## src/swc_pkg.sv

```systemverilog
package swc_pkg;

	// ----------------------------------------------------------------
	// register map
	// ----------------------------------------------------------------
	localparam logic [7:0] SWC_ADDR_WAKE_EN = 8'h00;
	localparam logic [7:0] SWC_ADDR_OSC_CFG = 8'h04;
	localparam logic [7:0] SWC_ADDR_STATUS = 8'h08;

	// status field positions
	localparam int SWC_STAT_SETTLED = 0;
	localparam int SWC_STAT_ASLEEP = 1;
	localparam int SWC_STAT_SLEEP_ENTERED = 3;
	localparam int SWC_STAT_WDT_EXPIRY = 4;

	// ----------------------------------------------------------------
	// reset values and timing
	// ----------------------------------------------------------------
	localparam logic [10:0] SWC_WAKE_EN_RST = 11'h000;
	localparam logic SWC_SLEEP_ENTERED_RST = 1'b1;
	localparam logic SWC_WDT_EXPIRY_RST = 1'b1;
	localparam logic [10:0] SWC_SETTLE_PERIODS = 11'h400;
	localparam logic [12:0] SWC_IRQ_VECTOR = 13'h0004;

	// ----------------------------------------------------------------
	// types
	// ----------------------------------------------------------------
	typedef enum logic [2:0] {
		SWC_MODE_LOW_POWER_CRYSTAL = 3'h0,
		SWC_MODE_STANDARD_CRYSTAL = 3'h1,
		SWC_MODE_HIGH_SPEED_CRYSTAL = 3'h2,
		SWC_MODE_EXTERNAL_CLOCK = 3'h3,
		SWC_MODE_RESISTOR_CAP_OSC = 3'h4,
		SWC_MODE_INTERNAL_SLOW_OSC = 3'h5
	} swc_osc_mode_t;

	localparam swc_osc_mode_t SWC_OSC_MODE_RST = SWC_MODE_RESISTOR_CAP_OSC;

	typedef enum logic [2:0] {
		SWC_ST_RUN = 3'b001,
		SWC_ST_SLEEP = 3'b010,
		SWC_ST_SETTLE = 3'b100
	} swc_state_t;

	typedef enum logic [1:0] {
		SWC_CAUSE_POR = 2'h0,
		SWC_CAUSE_MASTER_CLEAR_PIN = 2'h1,
		SWC_CAUSE_WDT = 2'h2,
		SWC_CAUSE_IRQ = 2'h3
	} swc_cause_t;

	// interrupt sources able to wake the device
	typedef struct packed {
		logic int_pin;
		logic portb_change;
		logic [8:0] periph;
	} swc_wake_src_t;

	// oscillator and monitor controls
	typedef struct packed {
		logic osc_drive_on;
		logic sys_clk_internal;
		logic monitor_en;
	} swc_clk_ctrl_t;

endpackage

```

## src/swc_sleep_wake_ctrl.sv

```systemverilog
`timescale 1ns/100ps
`default_nettype none

module swc_sleep_wake_ctrl
(
	// clock and reset
	input wire logic core_clk,
	input wire logic rstn,
	// register port
	input wire logic [7:0] reg_addr,
	input wire logic [15:0] reg_wdata,
	input wire logic reg_wr,
	input wire logic reg_rd,
	output logic [15:0] reg_rdata,
	// core
	input wire logic sleep_op,
	input wire logic watchdog_clear_op,
	input wire logic global_irq_enable,
	output logic core_stall,
	output logic core_reset,
	output logic prefetch_next,
	output logic resume,
	output logic vector_take,
	output logic [12:0] vector_addr,
	output logic io_hold,
	// interrupt sources
	input wire swc_pkg::swc_wake_src_t irq_flags,
	input wire logic clocked_irq,
	output logic periph_irq,
	// reset pin and watchdog
	input wire logic master_clear_pin_n,
	input wire logic wdt_enabled,
	input wire logic wdt_expire,
	output logic wdt_clear,
	// oscillator
	input wire logic osc_tick,
	input wire logic pll_locked,
	output swc_pkg::swc_clk_ctrl_t clk_ctrl,
	output logic osc_restart_req
);

	// ----------------------------------------------------------------
	// helpers
	// ----------------------------------------------------------------
	function automatic logic is_crystal(input swc_pkg::swc_osc_mode_t m);
		is_crystal = (m == swc_pkg::SWC_MODE_LOW_POWER_CRYSTAL) ||
			(m == swc_pkg::SWC_MODE_STANDARD_CRYSTAL) ||
			(m == swc_pkg::SWC_MODE_HIGH_SPEED_CRYSTAL);
	endfunction

	swc_pkg::swc_state_t state_q;
	swc_pkg::swc_state_t state_d;
	swc_pkg::swc_cause_t cause_q;
	swc_pkg::swc_cause_t cause_d;
	swc_pkg::swc_osc_mode_t mode_q;
	logic [10:0] wake_en_q;
	logic [10:0] settle_cnt_q;
	logic sleep_entered_q;
	logic wdt_expiry_q;
	logic settled_q;
	logic pend;
	logic wdt_wake;
	logic crystal;
	logic settle_done;
	logic take_sleep;
	logic sleep_nop;
	logic resume_d;
	logic vector_d;

	// enabled pending interrupt; the listed sources only
	assign pend = |(irq_flags & wake_en_q);
	assign wdt_wake = wdt_expire && wdt_enabled;
	assign crystal = is_crystal(mode_q);
	assign settle_done = !crystal || ((settle_cnt_q == swc_pkg::SWC_SETTLE_PERIODS) && pll_locked);

	// restart request straight from levels, no clock needed
	assign osc_restart_req = (state_q == swc_pkg::SWC_ST_SLEEP) &&
		(!master_clear_pin_n || wdt_wake || pend);

	// ----------------------------------------------------------------
	// sequencer
	// ----------------------------------------------------------------
	// next state and one-cycle events
	always_comb
	begin
		state_d = state_q;
		cause_d = cause_q;
		take_sleep = 1'b0;
		sleep_nop = 1'b0;
		resume_d = 1'b0;
		vector_d = 1'b0;
		case (state_q)
			swc_pkg::SWC_ST_RUN:
			begin
				if (sleep_op)
				begin
					if (pend && !global_irq_enable)
						sleep_nop = 1'b1;
					else
					begin
						take_sleep = 1'b1;
						state_d = swc_pkg::SWC_ST_SLEEP;
					end
				end
			end
			swc_pkg::SWC_ST_SLEEP:
			begin
				if (!master_clear_pin_n)
				begin
					state_d = swc_pkg::SWC_ST_SETTLE;
					cause_d = swc_pkg::SWC_CAUSE_MASTER_CLEAR_PIN;
				end
				else if (wdt_wake)
				begin
					state_d = swc_pkg::SWC_ST_SETTLE;
					cause_d = swc_pkg::SWC_CAUSE_WDT;
				end
				else if (pend)
				begin
					state_d = swc_pkg::SWC_ST_SETTLE;
					cause_d = swc_pkg::SWC_CAUSE_IRQ;
				end
			end
			swc_pkg::SWC_ST_SETTLE:
			begin
				if (settle_done)
				begin
					state_d = swc_pkg::SWC_ST_RUN;
					resume_d = (cause_q == swc_pkg::SWC_CAUSE_WDT) || (cause_q == swc_pkg::SWC_CAUSE_IRQ);
					vector_d = (cause_q == swc_pkg::SWC_CAUSE_IRQ) && global_irq_enable;
				end
			end
			default:
				state_d = swc_pkg::SWC_ST_RUN;
		endcase
	end

	// state and wake cause; power-up starts as a settle
	always_ff @(posedge core_clk or negedge rstn)
	begin
		if (!rstn)
		begin
			state_q <= swc_pkg::SWC_ST_SETTLE;
			cause_q <= swc_pkg::SWC_CAUSE_POR;
		end
		else
		begin
			state_q <= state_d;
			cause_q <= cause_d;
		end
	end

	// oscillator settle counter in primary periods
	always_ff @(posedge core_clk or negedge rstn)
	begin
		if (!rstn)
			settle_cnt_q <= 11'h000;
		else if (state_q != swc_pkg::SWC_ST_SETTLE)
			settle_cnt_q <= 11'h000;
		else if (crystal && osc_tick && (settle_cnt_q != swc_pkg::SWC_SETTLE_PERIODS))
			settle_cnt_q <= settle_cnt_q + 11'h001;
	end

	// ----------------------------------------------------------------
	// status flags
	// ----------------------------------------------------------------
	// sleep-entered flag
	always_ff @(posedge core_clk or negedge rstn)
	begin
		if (!rstn)
			sleep_entered_q <= swc_pkg::SWC_SLEEP_ENTERED_RST;
		else if (take_sleep)
			sleep_entered_q <= 1'b0;
	end

	// watchdog-expiry flag
	always_ff @(posedge core_clk or negedge rstn)
	begin
		if (!rstn)
			wdt_expiry_q <= swc_pkg::SWC_WDT_EXPIRY_RST;
		else if (take_sleep)
			wdt_expiry_q <= 1'b1;
		else if ((state_q == swc_pkg::SWC_ST_SLEEP) && (cause_d == swc_pkg::SWC_CAUSE_WDT) &&
			(state_d == swc_pkg::SWC_ST_SETTLE))
			wdt_expiry_q <= 1'b0;
	end

	// primary oscillator settled
	always_ff @(posedge core_clk or negedge rstn)
	begin
		if (!rstn)
			settled_q <= 1'b0;
		else if (take_sleep)
			settled_q <= 1'b0;
		else if ((state_q == swc_pkg::SWC_ST_SETTLE) && settle_done)
			settled_q <= 1'b1;
	end

	// ----------------------------------------------------------------
	// core, watchdog and port controls
	// ----------------------------------------------------------------
	// one-cycle pulses toward core and watchdog
	always_ff @(posedge core_clk or negedge rstn)
	begin
		if (!rstn)
		begin
			wdt_clear <= 1'b0;
			prefetch_next <= 1'b0;
			resume <= 1'b0;
			vector_take <= 1'b0;
		end
		else
		begin
			wdt_clear <= take_sleep || watchdog_clear_op;
			prefetch_next <= take_sleep || sleep_nop;
			resume <= resume_d;
			vector_take <= vector_d;
		end
	end

	// interrupt vector address
	always_ff @(posedge core_clk or negedge rstn)
	begin
		if (!rstn)
			vector_addr <= 13'h0000;
		else if (vector_d)
			vector_addr <= swc_pkg::SWC_IRQ_VECTOR;
	end

	// levels: stall, reset, port hold, clocked interrupt gate
	always_ff @(posedge core_clk or negedge rstn)
	begin
		if (!rstn)
		begin
			core_stall <= 1'b0;
			core_reset <= 1'b0;
			io_hold <= 1'b0;
			periph_irq <= 1'b0;
		end
		else
		begin
			core_stall <= (state_d == swc_pkg::SWC_ST_SLEEP) || ((state_d == swc_pkg::SWC_ST_SETTLE) &&
				((cause_d == swc_pkg::SWC_CAUSE_WDT) || (cause_d == swc_pkg::SWC_CAUSE_IRQ)));
			core_reset <= !master_clear_pin_n;
			io_hold <= (state_d == swc_pkg::SWC_ST_SLEEP);
			periph_irq <= clocked_irq && (state_d == swc_pkg::SWC_ST_RUN);
		end
	end

	// oscillator driver, clock source and monitor enable
	always_ff @(posedge core_clk or negedge rstn)
	begin
		if (!rstn)
			clk_ctrl <= '{osc_drive_on: 1'b1, sys_clk_internal: 1'b0, monitor_en: 1'b0};
		else
		begin
			clk_ctrl.osc_drive_on <= (state_d != swc_pkg::SWC_ST_SLEEP);
			clk_ctrl.sys_clk_internal <= (state_d == swc_pkg::SWC_ST_SETTLE) && crystal;
			clk_ctrl.monitor_en <= (state_d != swc_pkg::SWC_ST_SLEEP) &&
				!((state_d == swc_pkg::SWC_ST_SETTLE) && crystal);
		end
	end

	// ----------------------------------------------------------------
	// register port
	// ----------------------------------------------------------------
	// writable configuration
	always_ff @(posedge core_clk or negedge rstn)
	begin
		if (!rstn)
		begin
			wake_en_q <= swc_pkg::SWC_WAKE_EN_RST;
			mode_q <= swc_pkg::SWC_OSC_MODE_RST;
		end
		else if (reg_wr)
		begin
			if (reg_addr == swc_pkg::SWC_ADDR_WAKE_EN)
				wake_en_q <= reg_wdata[10:0];
			else if (reg_addr == swc_pkg::SWC_ADDR_OSC_CFG)
				mode_q <= swc_pkg::swc_osc_mode_t'(reg_wdata[2:0]);
		end
	end

	// read data one cycle after the strobe, zero elsewhere
	always_ff @(posedge core_clk or negedge rstn)
	begin
		if (!rstn)
			reg_rdata <= 16'h0000;
		else if (!reg_rd)
			reg_rdata <= 16'h0000;
		else if (reg_addr == swc_pkg::SWC_ADDR_WAKE_EN)
			reg_rdata <= {5'h00, wake_en_q};
		else if (reg_addr == swc_pkg::SWC_ADDR_OSC_CFG)
			reg_rdata <= {13'h0000, mode_q};
		else if (reg_addr == swc_pkg::SWC_ADDR_STATUS)
		begin
			reg_rdata <= 16'h0000;
			reg_rdata[swc_pkg::SWC_STAT_SETTLED] <= settled_q;
			reg_rdata[swc_pkg::SWC_STAT_ASLEEP] <= (state_q == swc_pkg::SWC_ST_SLEEP);
			reg_rdata[swc_pkg::SWC_STAT_SLEEP_ENTERED] <= sleep_entered_q;
			reg_rdata[swc_pkg::SWC_STAT_WDT_EXPIRY] <= wdt_expiry_q;
		end
		else
			reg_rdata <= 16'h0000;
	end
endmodule

`default_nettype wire

```

## config.mk

```make
export PLATFORM = sky130hd
export DESIGN_NAME = swc_sleep_wake_ctrl
export DESIGN_NICKNAME = d
export VERILOG_FILES = /design/src/swc_pkg.sv /design/src/swc_sleep_wake_ctrl.sv
export SDC_FILE = /design/constraint.sdc
export NUM_CORES = 1
export LEC_CHECK = 0
export BUFFER_PORTS_ARGS = -buffer_cell sky130_fd_sc_hd__buf_4
export CORE_ASPECT_RATIO = 1.75
export CORE_MARGIN = 2
export CORE_UTILIZATION = 45
export DETAILED_ROUTE_END_ITERATION = 8
export HOLD_SLACK_MARGIN = 0.15
export PLACE_DENSITY = 0.76
export SKIP_LAST_GASP = 1
export SYNTH_ARGS = -nofsm -noshare
export SYNTH_HDL_FRONTEND = slang
export SYNTH_SLANG_ARGS = --single-unit
```

## constraint.sdc

```tcl
create_clock -name core_clk -period 1.7 [get_ports core_clk]
set_input_delay 0.17 -clock core_clk [delete_from_list [all_inputs] [get_ports core_clk]]
set_output_delay 0.17 -clock core_clk [all_outputs]
set_load 0.005 [all_outputs]
```

==> qor.yml, run 1 <==
irDropWorstVdd_mv: 0.529
min-delay-path-class: "input port to register"
finalWorstSetupSlack_ns: -0.297
cts.clk_slew.worst_paths_ns: 0.11
synthAdderAreaFrac: 0.00996
violations: "setup timing"
initial_core_util: 0.457
synth_edf_count: 0
crit_type: "register to output port"
root_buffer: "clkbuf_8"
synth_cell_types: 41
finalPower_mw: 3.19
die_x_microns: 60.5
power.leakage_nw: 1.81
use_met3: 0.0314
fin_cells: 426
hold_slack_ns: 0.173
status: "finished, violations left"
synth_xor_area_frac: 0.0279
grt_max_degree: 57
grt_usage: 0.195
clock_sinks: 56
first_iter_violations: 55
areaGrowthSynthToFinish_pct: 45.9
gr-usage-met2: 0.371
synth-simple-area-share: 0.171
maxCapViolations: 0
synth_top_family_by_area: "simple AND/OR/NAND/NOR gates"
tns_ns: -0.449
mostFrequentLayoutCell: "buf_4"
n_fill_cell: 411
avgSynthCellArea_sq_um: 10.9
rsz0062_at_grt: "true"
yosys_most_used_dff: "dfrtp_1"
grt_pass1_vias: 2067
max_freq_mhz: 501
final_hold_viol_count: 0
powerDensity_nw_per_um2: 870
io_pins: 89
yosysSeqAreaShare: 0.560
top_usage_layer: "met2"
slew_headroom: 0.535
final_util: 0.667
report.final.slew_viol_count: 0
die_y_microns: 103
fin_nets: 399
setup_viol_count_final: 4
crit_arrival_ns: 1.83
wl_per_cell_microns: 14.5
grt_util_met1: 0.201
synth_compound_area_frac: 0.0767
dp.cells: 387
netlist_area_sq_um: 2510
yosysTopAreaCell: "dfrtp_1"
ant_nets: 0
post-route-period-util: 1.17
io_buffers: 66
worst_skew_pair.late_latency_ns: 0.32
rows: 36
vias: 2089
first_pass_iters: 4
critPathLaunchType: "register"
fin_skew_ns: 0.0104
n_antenna_cell: 0
synthArstFlopShare: 1.00
layout.area.seq_sq_um: 1410
wl_microns: 6180
layout_common_cells: "buf_4 (95), dfrtp_1 (51), nor2_1 (24)"
grt_pass1_wl_microns: 9030
gp_congestion: 0.798
dpl.hpwl_microns: 4140
yosysWarnings: 0
worst_pin_slew_ns: 0.697
synth_top_area_share: 0.508
required_ns: 1.53
drive_above_1_share: 0.429
muxShareOfSynthArea: 0.0827
coreArea_sq_um: 5500
critPathMaxFanout: 2
syn_inst: 230
route.detailed.drc: 0
cts_tree: "yes"
cts_max_path_buffers: 2
numCtsBuffers: 5
synth.top_cells.by_area: "dfrtp_1 (51%), mux2_2 (6.3%), dfstp_2 (5.2%), buf_4 (5.1%), nor2_1 (3.6%)"
grt_overflow_total: 0
multi_input_comb_area_sq_um: 1100
antenna_found_initial: 0
via_per_inst: 4.90
synth_seq_cells: 56
cp-end-kind: "output port"
cts_max_level: 2
finalCriticalPeriod_ns: 2.00
dieArea_sq_um: 6220
-- final timing paths --
kind | depth (start not counted) | to | start | slack [ns]
setup / recovery | 6 | osc_restart_req | wake_en_q[4] | -0.30
hold / removal | 4 | wdt_expiry_q | wdt_enabled | 0.17
setup reg to reg | 8 | clk_ctrl[0] | wake_en_q[4] | -0.08
hold reg to reg | 1 | sleep_entered_q | sleep_entered_q | 0.50
max in group asynchronous | 2 | mode_q[1] | rstn | 0.79
min in group asynchronous | 2 | settle_cnt_q[6] | rstn | 0.42
-- metrics by stage --
| stage | cell area (sq um) | worst slack [ns] |
|---|---|---|
| after CTS | 3510 | -0.248 |
| after floorplan | 2570 | 0.0366 |
| after detailed placement | 3170 | -0.0748 |
| after global placement | 3170 | -0.0219 |
| after global routing | 3660 | -0.374 |
| final | 3660 | -0.297 |
-- metal layers --
metal	up-vias	wire, microns	share of wire
li1	994	-	-
met4	0	184	0.030
met2	69	3480	0.56
met1	1012	2270	0.37
met3	14	251	0.041
met5	-	0	0
-- synthesized netlist by cell type, drive strengths merged (2+ instances only) --
cell   number
a21oi       9
nand2      14
dfrtp      51
o21ai      10
xor2        3
and3        4
and2        7
nor2b       3
ha          2
mux2i       5
dfstp       5
nand3       7
inv         8
mux2       14
or4         2
or2         2
a22oi       5
nor3b       2
xnor2       5
nor3        7
nor2       24
nand4       3
a21o        2
buf        20
o22ai       2
nor4        3
-- cells by family after synthesis --
kind of cell | Yosys count
AOI/OAI and AO/OA | 32
buffers and inverters | 29
other | 1
xor gates and xnor gates | 8
DFF | 56
muxes | 19
adders and majority gates | 2
and+or+nand+nor | 83
-- registers in the layout, indices dropped and copies added, names as in the netlist, 2 cells and up --
signal	cells
cause_q	2
clk_ctrl	3
mode_q	3
reg_rdata	11
settle_cnt_q	11
state_q	3
wake_en_q	11
-- power breakdown --
| group | internal (mW) | switching [mW] |
|---|---|---|
| combinational | 0.459 | 0.381 |
| sequential | 1.50 | 0.111 |
| clock | 0.296 | 0.446 |
| total | 2.25 | 0.938 |
-- area by class of cell --
| class | instances | share of cell area |
|---|---|---|
| flip-flops and latches | 56 | 0.384 |
| multi-input cells | 161 | 0.301 |
| well taps | 76 | 0.0259 |
| clock buffers | 5 | 0.0188 |
| repair buffers | 117 | 0.256 |
| inverters | 8 | 0.00819 |
| clock inverters | 3 | 0.00615 |
-- critical path: stages (launching register included) --
cell      delay [ns]
dfrtp_1         0.39
a222oi_1        0.42
nand2_1         0.17
o31ai_2         0.21
buf_4           0.16
inv_1           0.03
buf_4           0.12
-- timing repair --
action,CTS,global route
hold buffers,18,0
setup endpoints to repair,8,16
setup buffers,8,6
pin swaps,5,13
resized for setup,4,26
hold endpoints to repair,75,0
No activity file was read; power rests on OpenSTA's default activity.
==> inputs of run 2 (changes only) <==
--- a/config.mk
+++ b/config.mk
@@ -6,7 +6,7 @@
 export NUM_CORES = 1
 export LEC_CHECK = 0
 export BUFFER_PORTS_ARGS = -buffer_cell sky130_fd_sc_hd__buf_4
-export CORE_ASPECT_RATIO = 1.75
+export CORE_ASPECT_RATIO = 1.4
 export CORE_MARGIN = 2
 export CORE_UTILIZATION = 45
 export DETAILED_ROUTE_END_ITERATION = 8
==> qor.yml, run 2 (synthesized netlist as in run 1, its figures left out) <==
n_antenna_cell: 0
maxCapViolations: 0
cts_max_level: 2
initial_core_util: 0.461
finish.instance_area_sq_um: 3650
critPathMostFrequentCell: "buf_4"
slowest_stage: "a222oi_1"
slowest_delay_ns: 0.42
crit_arrival_ns: 1.79
worst_pin_slew_ns: 0.694
dpl.hpwl_microns: 3810
min-delay-path-class: "input port to register"
root_buffer: "clkbuf_8"
wl_microns: 5690
io_buffers: 66
clock_sinks: 56
finalCriticalPeriod_ns: 1.96
crit_buf_inv: 3
irDropWorstVdd_mv: 0.603
n_fill_cell: 437
die_x_microns: 67.2
critPathLaunchType: "register"
worst_skew_pair.late_latency_ns: 0.31
grt_max_degree: 57
layout_common_cells: "buf_4 (96), dfrtp_1 (50), nor2_1 (24)"
placed_cell_area_sq_um: 3140
rsz0062_at_grt: "true"
crit_chain: "a222oi_1 > nand2_1 > o31ai_2 > buf_4 > inv_1 > buf_4"
coreArea_sq_um: 5450
antenna_found_initial: 0
report.final.slew_viol_count: 0
vias: 2080
reg.largest.list: "reg_rdata (11), settle_cnt_q (11), wake_en_q (11)"
cts_max_path_buffers: 2
slew_headroom: 0.538
met1_length_microns: 2200
cp-end-kind: "output port"
final_util: 0.671
gp_congestion: 0.825
post-route-period-util: 1.15
crit_type: "register to output port"
grt_pass1_vias: 1934
die_y_microns: 92.4
cts.clk_slew.worst_paths_ns: 0.10
grt_usage: 0.189
wl_met2_microns: 3120
dieArea_sq_um: 6210
wl_per_cell_microns: 13.7
via_per_inst: 5.00
mostFrequentLayoutCell: "buf_4"
first_iter_violations: 67
grt_overflow_total: 0
io_pins: 89
max_freq_mhz: 510
cp_top_family: "compound AO/OA/AOI/OAI gates"
first_pass_iters: 4
hold_slack_ns: 0.167
violations: "setup timing"
required_ns: 1.53
ant_nets: 0
fin_skew_ns: 0.0105
fin_nets: 397
status: "finished, violations left"
drive_above_1_share: 0.414
critPathMaxFanout: 3
route.detailed.drc: 0
topRoutingLayerUsed: "met4"
route.met3.wl_microns: 271
cts_tree: "yes"
final_hold_viol_count: 0
powerDensity_nw_per_um2: 948
power.leakage_nw: 1.83
numCtsBuffers: 5
grt_pass1_wl_microns: 8830
areaGrowthSynthToFinish_pct: 45.4
rows: 32
setup_viol_count_final: 2
finalWorstSetupSlack_ns: -0.261
==> run 2: cell types whose count changed in the layout (fill, tap and decap cells not counted), sizes merged <==
cell,change
buf,-2
bufinv,+3
clkinv,-2
inv,-1
==> run 2: worst register-to-register path, delay by kind of cell (launching register included) <==
kind | cells | cell delay, ns
AND/OR/NAND/NOR | 2 | 0.94
AO/OA/AOI/OAI | 2 | 0.33
flip-flops | 1 | 0.39
==> run 2: path summary, 6_finish.rpt <==
kind,start,end,slack (ns),cells past startpoint
max,wake_en_q[4],osc_restart_req,-0.26,6
min,wdt_enabled,wdt_expiry_q,0.17,4
max reg2reg,mode_q[1],settle_cnt_q[8],-0.03,4
min reg2reg,vector_addr[2],vector_addr[2],0.48,1
max in group asynchronous,rstn,settle_cnt_q[8],0.77,2
min in group asynchronous,rstn,settle_cnt_q[10],0.44,2
==> run 2: metal layers <==
metal	track usage	vias up
met5	0	-
met4	0.0782	0
met3	0.0365	7
met2	0.324	71
met1	0.228	1007
li1	-	995
==> run 2: metrics by stage <==
stage                     setup slack, ns  power, mW  instances  TNS (ns)
after detailed placement         -0.00466       2.26        377  -0.00466
final                              -0.261       3.46        416    -0.287
after global placement             0.0325       2.24        377         0
after CTS                          -0.283       3.46        409    -0.286
after global routing               -0.397       3.63        416    -0.599
after floorplan                    0.0366       1.92        246         0
==> run 2: timing repair <==
item                                    CTS  global route
resized for setup                         2            17
endpoints found under the hold margin    75             0
hold buffers                             18             0
buffers inserted                          6             7
endpoints found under the setup margin    2            19
pin swaps                                 7             5
==> run 2: final cells by class <==
class / count / area (sq um) / share of cell area
Multi-Input combinational cell: 161 / 1060 / 0.289
Clock inverter: 3 / 90.1 / 0.0247
Clock buffer: 5 / 68.8 / 0.0188
Inverter: 8 / 30.0 / 0.00822
Sequential cell: 56 / 1410 / 0.386
Tap cell: 68 / 85.1 / 0.0233
Timing Repair Buffer: 115 / 912 / 0.250
==> run 2: where the power goes <==
part / switching, mW / internal, mW
combinational: 0.324 / 0.394
sequential: 0.0851 / 1.50
clock: 0.427 / 0.736
total: 0.836 / 2.63
